File: config.mk
export PLATFORM = sky130hd
export DESIGN_NAME = nvsc_host_ctrl
export DESIGN_NICKNAME = d
export VERILOG_FILES = /design/src/rtl/nvsc_pkg.sv /design/src/rtl/nvsc_host_ctrl.sv /design/src/rtl/nvsc_wait_timer.sv
export VERILOG_INCLUDE_DIRS = /design/src /design/src/rtl
export SDC_FILE = /design/constraint.sdc
export NUM_CORES = 1
export LEC_CHECK = 0
export BUFFER_PORTS_ARGS = -buffer_cell sky130_fd_sc_hd__buf_4
export CAP_MARGIN = 0
export CORE_MARGIN = 2
export CORE_UTILIZATION = 50
export DETAILED_ROUTE_END_ITERATION = 12
export PLACE_DENSITY_LB_ADDON = 0.05
export SLEW_MARGIN = 20
export SYNTH_ARGS = -nofsm -noshare
export SYNTH_HDL_FRONTEND = slang
export SYNTH_SLANG_ARGS = --single-unit
File: constraint.sdc
create_clock -name clk -period 1.9 [get_ports clk]
set_input_delay 0.38 -clock clk [delete_from_list [all_inputs] [get_ports clk]]
set_output_delay 0.38 -clock clk [all_outputs]
set_load 0.01 [all_outputs]
File: src/rtl/nvsc_defs.svh
`ifndef NVSC_DEFS_SVH
`define NVSC_DEFS_SVH

// Operation times, printed units
`define NVSC_CLK_HZ            20000000
`define NVSC_STORE_COM_US      12500
`define NVSC_STORE_IND_US      15000
`define NVSC_POWERUP_MS        20
`define NVSC_SEQ_ACT_US        70
`define NVSC_RECALL_US         50
`define NVSC_HW_DELAY_US       70
`define NVSC_HW_PULSE_NS       15
// Cycle counts derived from the rate (longest times round down)
`define NVSC_US_CYC(us)        (((us) * (`NVSC_CLK_HZ / 1000000)))
`define NVSC_STORE_COM_CYC     `NVSC_US_CYC(`NVSC_STORE_COM_US)
`define NVSC_STORE_IND_CYC     `NVSC_US_CYC(`NVSC_STORE_IND_US)
`define NVSC_POWERUP_CYC       `NVSC_US_CYC(`NVSC_POWERUP_MS * 1000)
`define NVSC_SEQ_ACT_CYC       `NVSC_US_CYC(`NVSC_SEQ_ACT_US)
`define NVSC_RECALL_CYC        `NVSC_US_CYC(`NVSC_RECALL_US)
`define NVSC_HW_DELAY_CYC      `NVSC_US_CYC(`NVSC_HW_DELAY_US)
// Least time rounds up, at least one cycle
`define NVSC_HW_PULSE_CYC      ((`NVSC_HW_PULSE_NS * 20 + 999) / 1000)

// Command addresses (low 16 address lines)
`define NVSC_SEQ0              16'h4e38
`define NVSC_SEQ1              16'hb1c7
`define NVSC_SEQ2              16'h83e0
`define NVSC_SEQ3              16'h7c1f
`define NVSC_SEQ4              16'h703f
`define NVSC_FIN_STORE         16'h8fc0
`define NVSC_FIN_RECALL        16'h4c63
`define NVSC_FIN_ASDIS         16'h8b45
`define NVSC_FIN_ASEN          16'h4b46

// Bus phase lengths in clocks (50 ns each, covers slowest grade)
`define NVSC_ACC_CYC           2

`endif

File: src/rtl/nvsc_pkg.sv
package nvsc_pkg;
    typedef enum logic [2:0] {
        NVSC_OP_READ, NVSC_OP_WRITE, NVSC_OP_STORE, NVSC_OP_RECALL,
        NVSC_OP_ASDIS, NVSC_OP_ASEN, NVSC_OP_HWSTORE
    } nvsc_op_e;

    typedef struct packed {
        nvsc_op_e    op;
        logic [16:0] addr;
        logic [7:0]  wdata;
    } nvsc_req_s;

    typedef struct packed {
        logic [16:0] addr;
        logic [7:0]  dqOut;
        logic        dqOe;
        logic        ceN;
        logic        oeN;
        logic        weN;
    } nvsc_bus_s;
endpackage : nvsc_pkg

File: src/rtl/nvsc_host_ctrl.sv
// Behaviour
// - Command sequence issued as CE-controlled reads
// - Six command reads in order, WE high
// - Store/busy line high during ordinary accesses
// - WE held high through every read
// - Store and recall command address sequences
// - Power-loss store disable/enable sequences
`include "nvsc_defs.svh"
`timescale 1ns/10ps
`default_nettype none
module nvsc_host_ctrl #(
    parameter int STORE_CYC   = `NVSC_STORE_COM_CYC,
    parameter int POWERUP_CYC = `NVSC_POWERUP_CYC,
    parameter int SEQ_CYC     = `NVSC_SEQ_ACT_CYC,
    parameter int RECALL_CYC  = `NVSC_RECALL_CYC,
    parameter int HWDLY_CYC   = `NVSC_HW_DELAY_CYC
) (
    input  wire logic              clk,
    input  wire logic              nrst,
    input  wire logic              reqValid,
    input  wire nvsc_pkg::nvsc_req_s req,
    output logic                   reqReady,
    output logic                   rspValid,
    output logic [7:0]             rspData,
    output logic                   rspSkipped,
    output logic                   dirty,
    output nvsc_pkg::nvsc_bus_s    bus,
    input  wire logic [7:0]        dqIn,
    input  wire logic              hwSaveBusyNIn,
    output logic                   hwSaveBusyNOut,
    output logic                   hwSaveBusyNOe
);
    import nvsc_pkg::*;

    typedef enum logic [3:0] {
        NVSC_ST_BOOT, NVSC_ST_IDLE, NVSC_ST_ACC, NVSC_ST_GAP, NVSC_ST_HWPULSE,
        NVSC_ST_WAIT, NVSC_ST_DONE
    } nvsc_state_e;

    localparam int TW = 20;

    nvsc_state_e  state_reg;
    nvsc_req_s    cur_reg;
    logic [2:0]   seqIdx_reg;
    logic [1:0]   accCnt_reg;
    logic         dirty_reg;
    logic         skipStore_reg;
    logic         busSync0_reg;
    logic         busSync1_reg;
    logic         tmrLoad;
    logic [TW-1:0] tmrCount;
    logic         tmrBusy;
    logic         isCmd;

    function automatic logic [16:0] seqAddr(input logic [2:0] idx, input nvsc_op_e op);
        logic [15:0] a;
        a = `NVSC_SEQ0;
        case (idx)
            3'h0: a = `NVSC_SEQ0;
            3'h1: a = `NVSC_SEQ1;
            3'h2: a = `NVSC_SEQ2;
            3'h3: a = `NVSC_SEQ3;
            3'h4: a = `NVSC_SEQ4;
            default: begin
                case (op)
                    NVSC_OP_STORE:  a = `NVSC_FIN_STORE;
                    NVSC_OP_RECALL: a = `NVSC_FIN_RECALL;
                    NVSC_OP_ASDIS:  a = `NVSC_FIN_ASDIS;
                    default:        a = `NVSC_FIN_ASEN;
                endcase
            end
        endcase
        return {1'b0, a};
    endfunction : seqAddr

    function automatic logic [TW-1:0] opWait(input nvsc_op_e op);
        case (op)
            NVSC_OP_STORE, NVSC_OP_HWSTORE: opWait = TW'(HWDLY_CYC + STORE_CYC);
            NVSC_OP_RECALL: opWait = TW'(SEQ_CYC + RECALL_CYC);
            default:        opWait = TW'(SEQ_CYC);
        endcase
    endfunction : opWait

    assign isCmd = (cur_reg.op != NVSC_OP_READ) && (cur_reg.op != NVSC_OP_WRITE) &&
                   (cur_reg.op != NVSC_OP_HWSTORE);

    nvsc_wait_timer #(.W(TW)) nvsc_wait_timer_inst (
        .clk   (clk),
        .nrst  (nrst),
        .load  (tmrLoad),
        .count (tmrCount),
        .busy  (tmrBusy)
    );

    // Store/busy pin input synchroniser
    always_ff @(posedge clk) begin
        if (!nrst) begin
            busSync0_reg <= 1'b1;
            busSync1_reg <= 1'b1;
        end else begin
            busSync0_reg <= hwSaveBusyNIn;
            busSync1_reg <= busSync0_reg;
        end
    end

    always_comb begin
        tmrLoad  = 1'b0;
        tmrCount = '0;
        if (state_reg == NVSC_ST_BOOT && !tmrBusy && cur_reg.op == NVSC_OP_READ && seqIdx_reg == 3'h7) begin
            tmrLoad  = 1'b1;
            tmrCount = TW'(POWERUP_CYC);
        end else if ((state_reg == NVSC_ST_ACC && isCmd && seqIdx_reg == 3'h5 && accCnt_reg == 2'h0) ||
                     (state_reg == NVSC_ST_HWPULSE && accCnt_reg == 2'h0)) begin
            tmrLoad  = 1'b1;
            tmrCount = opWait(cur_reg.op);
        end
    end

    // Sequencer
    always_ff @(posedge clk) begin
        if (!nrst) begin
            state_reg  <= NVSC_ST_BOOT;
            cur_reg    <= '0;
            seqIdx_reg <= 3'h7;
            skipStore_reg <= 1'b0;
            accCnt_reg <= 2'h0;
        end else begin
            case (state_reg)
                NVSC_ST_BOOT: begin
                    seqIdx_reg <= 3'h0;
                    if (seqIdx_reg == 3'h0 && !tmrBusy) begin
                        state_reg <= NVSC_ST_IDLE;
                    end
                end
                NVSC_ST_IDLE: begin
                    if (reqValid) begin
                        cur_reg    <= req;
                        // Kept apart: the dirty flag is already clear when a real store ends
                        skipStore_reg <= (req.op == NVSC_OP_STORE) && !dirty_reg;
                        seqIdx_reg <= 3'h0;
                        accCnt_reg <= 2'(`NVSC_ACC_CYC - 1);
                        if (req.op == NVSC_OP_STORE && !dirty_reg) begin
                            state_reg <= NVSC_ST_DONE;
                        end else if (req.op == NVSC_OP_HWSTORE) begin
                            accCnt_reg <= 2'(`NVSC_HW_PULSE_CYC);
                            state_reg  <= NVSC_ST_HWPULSE;
                        end else begin
                            state_reg <= NVSC_ST_ACC;
                        end
                    end
                end
                NVSC_ST_ACC: begin
                    if (accCnt_reg != 2'h0) begin
                        accCnt_reg <= accCnt_reg - 2'h1;
                    end else begin
                        state_reg <= NVSC_ST_GAP;
                    end
                end
                NVSC_ST_GAP: begin
                    accCnt_reg <= 2'(`NVSC_ACC_CYC - 1);
                    if (isCmd && seqIdx_reg != 3'h5) begin
                        seqIdx_reg <= seqIdx_reg + 3'h1;
                        state_reg  <= NVSC_ST_ACC;
                    end else if (isCmd) begin
                        state_reg <= NVSC_ST_WAIT;
                    end else begin
                        state_reg <= NVSC_ST_DONE;
                    end
                end
                NVSC_ST_HWPULSE: begin
                    if (accCnt_reg != 2'h0) begin
                        accCnt_reg <= accCnt_reg - 2'h1;
                    end else begin
                        state_reg <= NVSC_ST_WAIT;
                    end
                end
                NVSC_ST_WAIT: begin
                    if (!tmrBusy && busSync1_reg) begin
                        state_reg <= NVSC_ST_DONE;
                    end
                end
                default: begin
                    state_reg <= NVSC_ST_IDLE;
                end
            endcase
        end
    end

    // Dirty tracking
    always_ff @(posedge clk) begin
        if (!nrst) begin
            dirty_reg <= 1'b0;
        end else if (state_reg == NVSC_ST_ACC && cur_reg.op == NVSC_OP_WRITE) begin
            dirty_reg <= 1'b1;
        end else if (state_reg == NVSC_ST_WAIT && !tmrBusy &&
                     (cur_reg.op == NVSC_OP_STORE || cur_reg.op == NVSC_OP_RECALL ||
                      cur_reg.op == NVSC_OP_HWSTORE)) begin
            dirty_reg <= 1'b0;
        end
    end

    // Pin drive; WE falls after CE so each write has a fresh edge
    always_ff @(posedge clk) begin
        if (!nrst) begin
            bus            <= '{addr: '0, dqOut: '0, dqOe: 1'b0, ceN: 1'b1, oeN: 1'b1, weN: 1'b1};
            hwSaveBusyNOut <= 1'b1;
            hwSaveBusyNOe  <= 1'b0;
        end else begin
            bus.ceN <= !(state_reg == NVSC_ST_ACC);
            bus.addr <= isCmd ? seqAddr(seqIdx_reg, cur_reg.op) : cur_reg.addr;
            bus.oeN <= !(state_reg == NVSC_ST_ACC && cur_reg.op != NVSC_OP_WRITE);
            bus.weN <= !(state_reg == NVSC_ST_ACC && cur_reg.op == NVSC_OP_WRITE &&
                         accCnt_reg != 2'(`NVSC_ACC_CYC - 1));
            bus.dqOe  <= (state_reg == NVSC_ST_ACC && cur_reg.op == NVSC_OP_WRITE);
            bus.dqOut <= cur_reg.wdata;
            hwSaveBusyNOut <= 1'b0;
            hwSaveBusyNOe  <= (state_reg == NVSC_ST_HWPULSE);
        end
    end

    // User answers
    always_ff @(posedge clk) begin
        if (!nrst) begin
            reqReady   <= 1'b0;
            rspValid   <= 1'b0;
            rspData    <= 8'h00;
            rspSkipped <= 1'b0;
            dirty      <= 1'b0;
        end else begin
            reqReady   <= (state_reg == NVSC_ST_IDLE) && !reqValid;
            rspValid   <= (state_reg == NVSC_ST_DONE);
            rspSkipped <= (state_reg == NVSC_ST_DONE) && skipStore_reg;
            dirty      <= dirty_reg;
            if (state_reg == NVSC_ST_ACC && accCnt_reg == 2'h0 && cur_reg.op == NVSC_OP_READ) begin
                rspData <= dqIn;
            end
        end
    end

    a_we_high_read: assert property (@(posedge clk) disable iff (!nrst)
        (!bus.oeN) |-> bus.weN) else $error("WE low during read");
    a_cmd_we_high: assert property (@(posedge clk) disable iff (!nrst)
        (state_reg == NVSC_ST_ACC && isCmd) |=> bus.weN) else $error("WE low in command");
    a_hsb_idle: assert property (@(posedge clk) disable iff (!nrst)
        (!bus.ceN) |-> !hwSaveBusyNOe) else $error("Store line low in access");
    a_skip_clean: assert property (@(posedge clk) disable iff (!nrst)
        (state_reg == NVSC_ST_IDLE && reqValid && req.op == NVSC_OP_STORE && !dirty_reg)
        |=> state_reg == NVSC_ST_DONE) else $error("Clean store not skipped");
    a_we_after_ce: assert property (@(posedge clk) disable iff (!nrst)
        $fell(bus.ceN) |-> bus.weN) else $error("WE low at CE fall");
    a_port_blocked: assert property (@(posedge clk) disable iff (!nrst)
        (state_reg == NVSC_ST_WAIT && tmrBusy) |=> (bus.ceN && bus.oeN && bus.weN && !bus.dqOe))
        else $error("Port used while busy");
    c_write: cover property (@(posedge clk) rspValid && cur_reg.op == NVSC_OP_WRITE);
    c_store: cover property (@(posedge clk) rspValid && cur_reg.op == NVSC_OP_STORE && !rspSkipped);
    c_hw: cover property (@(posedge clk) rspValid && cur_reg.op == NVSC_OP_HWSTORE);
endmodule : nvsc_host_ctrl
`default_nettype wire

File: src/rtl/nvsc_wait_timer.sv
`timescale 1ns/10ps
`default_nettype none
module nvsc_wait_timer #(
    parameter int W = 20
) (
    input  wire logic         clk,
    input  wire logic         nrst,
    input  wire logic         load,
    input  wire logic [W-1:0] count,
    output logic              busy
);
    logic [W-1:0] left_reg;

    always_ff @(posedge clk) begin
        if (!nrst) begin
            left_reg <= '0;
        end else if (load) begin
            left_reg <= count;
        end else if (left_reg != '0) begin
            left_reg <= left_reg - W'(1);
        end
    end

    assign busy = (left_reg != '0);
endmodule : nvsc_wait_timer
`default_nettype wire

Yosys cells after proc, flatten, opt, wreduce, memory -nomap -nowiden
Index checks and enable logic that the tools add are counted.
{ "word_totals": {"output_inout_bits": 43, "inputBits": 40, "register_bits": 104} }
{ "op_classes": {"mux": 29, "n_bitwise": 1, "add_sub_neg": 3, "n_reduce_logical": 49, "eq_ne": 30} }
{ "ops": {"columns": ["cell", "n"], "rows": [
  ["16-bit case mux with 5 select lines", 1],
  ["16-bit case mux with 3 select lines", 1],
  ["20-bit 2-to-1 mux", 2],
  ["18-bit case mux with 2 select lines", 1],
  ["4-bit case mux with 6 select lines", 1],
  ["1-bit logical AND", 22],
  ["4-bit 2-to-1 mux", 5],
  ["20-bit nonzero test", 1],
  ["20-bit by 1-bit subtractor with 20-bit output (second input constant)", 1],
  ["19-bit 2-to-1 mux", 1],
  ["3-bit equality test (second input constant)", 6],
  ["18-bit 2-to-1 mux", 1],
  ["16-bit 2-to-1 mux", 1],
  ["3-bit by 2-bit equality test with 1-bit output (second input constant)", 5],
  ["3-bit 2-to-1 mux", 5],
  ["4-bit by 3-bit equality test with 1-bit output (second input constant)", 3],
  ["2-bit != test (second input constant)", 5],
  ["3-bit case mux with 3 select lines", 1],
  ["3-bit nonzero test", 3],
  ["4-bit by 2-bit equality test with 1-bit output (second input constant)", 2],
  ["3-bit by 1-bit equality test with 1-bit output (second input constant)", 2],
  ["1-bit zero test", 6],
  ["3-bit zero test", 2],
  ["2-bit 2-to-1 mux", 3],
  ["17 further kinds", 31]
]} }

Logic depth before layout (Yosys ltp)
{ "depth": {"word_depth": 10, "mapped_depth": 8, "depth_no_buf": 7} }

By module
From an unflattened synthesis, not the netlist that was laid out.
{ "unflattened": {"cells_unflattened": 541, "area_unflattened_um2": 4640.7} }
{ "modules_own_cells": {"columns": ["mod", "cells_per_inst", "area_per_inst_um2", "n_inst", "seq_area_each_um2"], "rows": [
  ["nvsc_host_ctrl", 403, 3452.1, 1, 1661.6],
  ["nvsc_wait_timer", 138, 1188.6, 1, 400.4]
]} }

Least setup slack after synthesis
Ideal clock, no wire load.
{ "synth_timing": {"path_type": "reg-to-reg", "startpoint": "reg seqIdx_reg[0]", "endpoint": "reg state_reg[2]", "stages_incl_launch_ff": 8, "t_arrival_ps": 1790, "setup_ps": 122, "setup_slack_ps": -12, "required_ps": 1778, "path_cell_list": "dfxtp_1 inv_1 ha_1 nor2b_1 a21boi_0 o221ai_1 or2_1 o311a_1"} }
{ "synth_via": {"elab_chain_cells": 4, "elab_cells_between_ends": 8, "classes_between": "2 x eq/ne; 2 x mux; 4 x reduce/logical"} }
{ "synth_rtl": {"columns": ["item", "line", "rtl"], "rows": [
  ["from (decl)", "nvsc_host_ctrl.sv:44", "logic [2:0] seqIdx_reg;"],
  ["from (signal assigned)", "nvsc_host_ctrl.sv:162", "seqIdx_reg <= seqIdx_reg + 3'h1;"],
  ["3-bit != test or 3-bit zero test (tied branches)", "nvsc_host_ctrl.sv:161, nvsc_host_ctrl.sv:131", null],
  ["1-bit logical AND, on equally long branches", "nvsc_host_ctrl.sv:161, nvsc_host_ctrl.sv:131", null],
  ["3-bit 2-to-1 mux or 2-bit by 1-bit != test with 1-bit output (tied branches)", null, null],
  ["4-bit case mux with 6 select lines or 5-bit AND reduction (tied branches)", null, null],
  ["to (signal assigned)", "nvsc_host_ctrl.sv:132", "state_reg <= NVSC_ST_IDLE;"],
  ["to (signal assigned)", "nvsc_host_ctrl.sv:163", "state_reg <= NVSC_ST_ACC;"],
  ["to (signal assigned)", "nvsc_host_ctrl.sv:165", "state_reg <= NVSC_ST_WAIT;"],
  ["to (decl)", "nvsc_host_ctrl.sv:42", "nvsc_state_e state_reg;"]
]} }
Several ways; a longest one is shown, not always the timed one.
A chain may end at the register's enable or synchronous reset.

Final worst setup path
{ "layout_timing": {"startpoint": "reg nvsc_wait_timer_inst.left_reg[7]", "endpoint": "reg nvsc_wait_timer_inst.left_reg[11]"} }
{ "layout_via": {"elab_chain_cells": 7, "elab_cells_between_ends": 11, "classes_between": "1 x add/sub; 4 x mux; 6 x reduce/logical"} }
{ "layout_rtl": {"columns": ["item", "line", "rtl"], "rows": [
  ["from (decl)", "nvsc_wait_timer.sv:12", "logic [W-1:0] left_reg;"],
  ["from (signal assigned)", "nvsc_wait_timer.sv:18", "left_reg <= count;"],
  ["from (signal assigned)", "nvsc_wait_timer.sv:20", "left_reg <= left_reg - W'(1);"],
  ["branches (longest 7 deep; another with 20-bit by 1-bit subtractor with 20-bit output)", null, null]
]} }
Several ways; the timed one is not identified. The select of a mux whose other input is x is not followed.

==> results.ini <==
[outcome]
run_status = finished, violations left
violations = negative setup slack

[timing]
worst_slack_ns = -0.03932
holdWs_ns = 0.1880
fin_crit_sh_pct = 102.1
fmax_mhz = 515.6
max_slew_margin_pct = 65.17
hold_violations = 0
drv_slew = 0
clock_skew_ns = 0.01358
finalSetupViolCount = 1
period_needed_ns = 1.939
rsz0062_at_grt = yes
tightest_slew_ns = 0.5169

[power_and_ir_drop]
ir_drop_mv = 0.7378
powerDensity_nw_per_um2 = 1372
leakagePower_nw = 2.462
power_w = 0.008193

[yosys]
ys_seq_area_share_pct = 44.93
syn_area_sq_um = 4589
synth_cell_types = 69
synth-main-ff-cell = dfxtp_1
synth_fp_nets = 586
synth_top_area_cell = dfxtp_1
syn_inst = 534
yosysWarnings = 0
synth_edf_count = 0
ys_top_cells_by_area = dfxtp_1 (45%), nand2_1 (7.4%), a21oi_1 (5.6%)
avgSynthCellArea_sq_um = 8.594
async_flop_share_pct = 0
ys_seq_elements = 103
synth_top_area_share_pct = 44.93

[floorplan]
row_count = 34
dieArea_sq_um = 9961
ios = 83
coreArea_sq_um = 8806
die_width_um = 99.81
die_h_um = 99.81
initial_core_util_pct = 52.12

[routing]
dr.pass1.iters = 4
wire_per_inst_um = 15.19
remaining_drc_errors = 0
viasPerCell = 5.449
wirelength_mm = 11.75
dr.first_iter.drc_count = 164
vias = 4212
ant_nets = 0

[critical_path]
crit_path_max_fanout = 5
critPathLaunch = nvsc_wait_timer_inst.left_reg[7]$_SDFFE_PN0P_
cp.required_ns = 2.16
slowest_delay_ns = 0.56
crit_path_start_kind = register
cp-end-kind = register
cp.arrival_ns = 2.20
criticalPathCategory = reg2reg
rrSetupSlack_ns = -0.04
worstPathCellList = or4_4, nor2_8, buf_6, and3_4, nand3b_1, a311oi_2
worstReg2RegStart = nvsc_wait_timer_inst.left_reg[7]$_SDFFE_PN0P_
cp_slowest_cell = or4_4

[global_routing]
grtUsageTotal_pct = 23.85
grt_pass1_wl_mm = 19.24
grt_max_degree = 32
antenna_found_initial = 0
grt.overflow.total = 0
grt_pass1_vias = 4002

[clocking]
cts_buffers = 9
clk_pin_slew_ns = 0.11
cts_tree = yes
h-tree-depth = 3
clockRootBuffer = clkbuf_8
clockBufferDepth = 2
cts.sink_count = 103
clk_latency_ns = 0.37

[place]
port_buffers = 82
dpl_worst_slack_ns = -0.03977
hpwlAfterDp_mm = 8.388
place.gp.congestion = 0.9076
dpl-instance-area_sq_um = 5615

[finish]
syn_to_final_growth_pct = 30.13
fin_util_pct = 67.82
drive_above_1_share_pct = 30.23
fin_area_sq_um = 5972
largest_register_ff_count = 29
nets = 712
antenna_cells = 0
mostFrequentLayoutCell = buf_4
layout_common_cells = buf_4 (141), dfxtp_1 (95), nand2_1 (91)

[run]
maxCapViolations = 0

[worst_hold_path]
hold_class = in2reg
min_from = hwSaveBusyNIn

==> report_power, final <==
part | internal, W | switching [W]
clock | 0.000534 | 0.000785
sequential | 0.00251 | 0.000339
combinational | 0.00200 | 0.00202
==> final timing paths <==
kind	endpoint	depth (start not counted)
setup / recovery	nvsc_wait_timer_inst.left_reg[11]$_SDFFE_PN0P_	6
hold / removal	busSync0_reg$_SDFF_PN1_	2
setup reg to reg	nvsc_wait_timer_inst.left_reg[11]$_SDFFE_PN0P_	6
hold reg to reg	busSync1_reg$_SDFF_PN1_	1
==> synth_stat cells (all sizes together) (2+ instances only) <==
library cell  instances
dfxtp               103
nand2                91
a21oi                51
nor2                 47
o21ai                18
inv                  16
clkbuf               15
buf                  14
and2                 13
ha                   12
nor3                 11
nand3                10
nand2b                9
nor4                  9
a211oi                8
mux2i                 8
a31oi                 7
or3                   7
nand4                 6
o21a                  6
xnor2                 6
xor2                  6
and3                  5
nor2b                 5
o22ai                 4
nand3b                3
or4                   3
a21boi                2
a311oi                2
and2b                 2
and3b                 2
nand4b                2
nor3b                 2
o211ai                2
o2bb2ai               2
o311ai                2
o31ai                 2
o41ai                 2
or2                   2
==> cell families after synthesis <==
group / after synthesis / synth area share, %
simple gates: 231 / 25.38
flops: 103 / 44.93
xor+xnor: 12 / 2.290
mux: 8 / 1.745
fa+ha+maj: 12 / 3.271
compound gates: 123 / 17.97
buf+inv: 45 / 4.416
==> layer usage <==
metal,up-vias,part of all wire (%),global-route usage (%)
met5,-,0,0
met3,13,5.0,5.501
li1,2115,-,-
met1,1972,45,31.87
met2,112,49,39.24
met4,0,1.2,6.112
==> worst max-delay path: cells and delay by family (launching register included) <==
family	cells	cell delay [ns]
compound gates	1	0.35
buf+inv	1	0.13
flops	1	0.36
simple gates	4	1.01
==> what timing repair did <==
item,4_1_cts,5_1_grt
resized for setup,8,24
endpoints found under the setup margin,9,27
gates cloned,0,0
buffers inserted,1,7
hold buffers,0,0
pin swaps,2,7
==> metrics by stage <==
step	cells	setup TNS, ns
3_3_place_gp	749	-0.02787
3_5_place_dp	749	-0.06820
2_1_floorplan	534	0
5_1_grt	773	-0.4571
6_report	773	-0.03932
4_1_cts	766	0
==> area by class of cell <==
type,count,area (sq um)
Tap cell,108,135.1
Inverter,16,60.06
Timing Repair Buffer,144,1101
Clock buffer,10,137.6
Clock inverter,6,51.30
Multi-Input combinational cell,386,2412
Fill cell,753,2834
Sequential cell,103,2074
No activity file was read; power rests on OpenSTA's default activity.
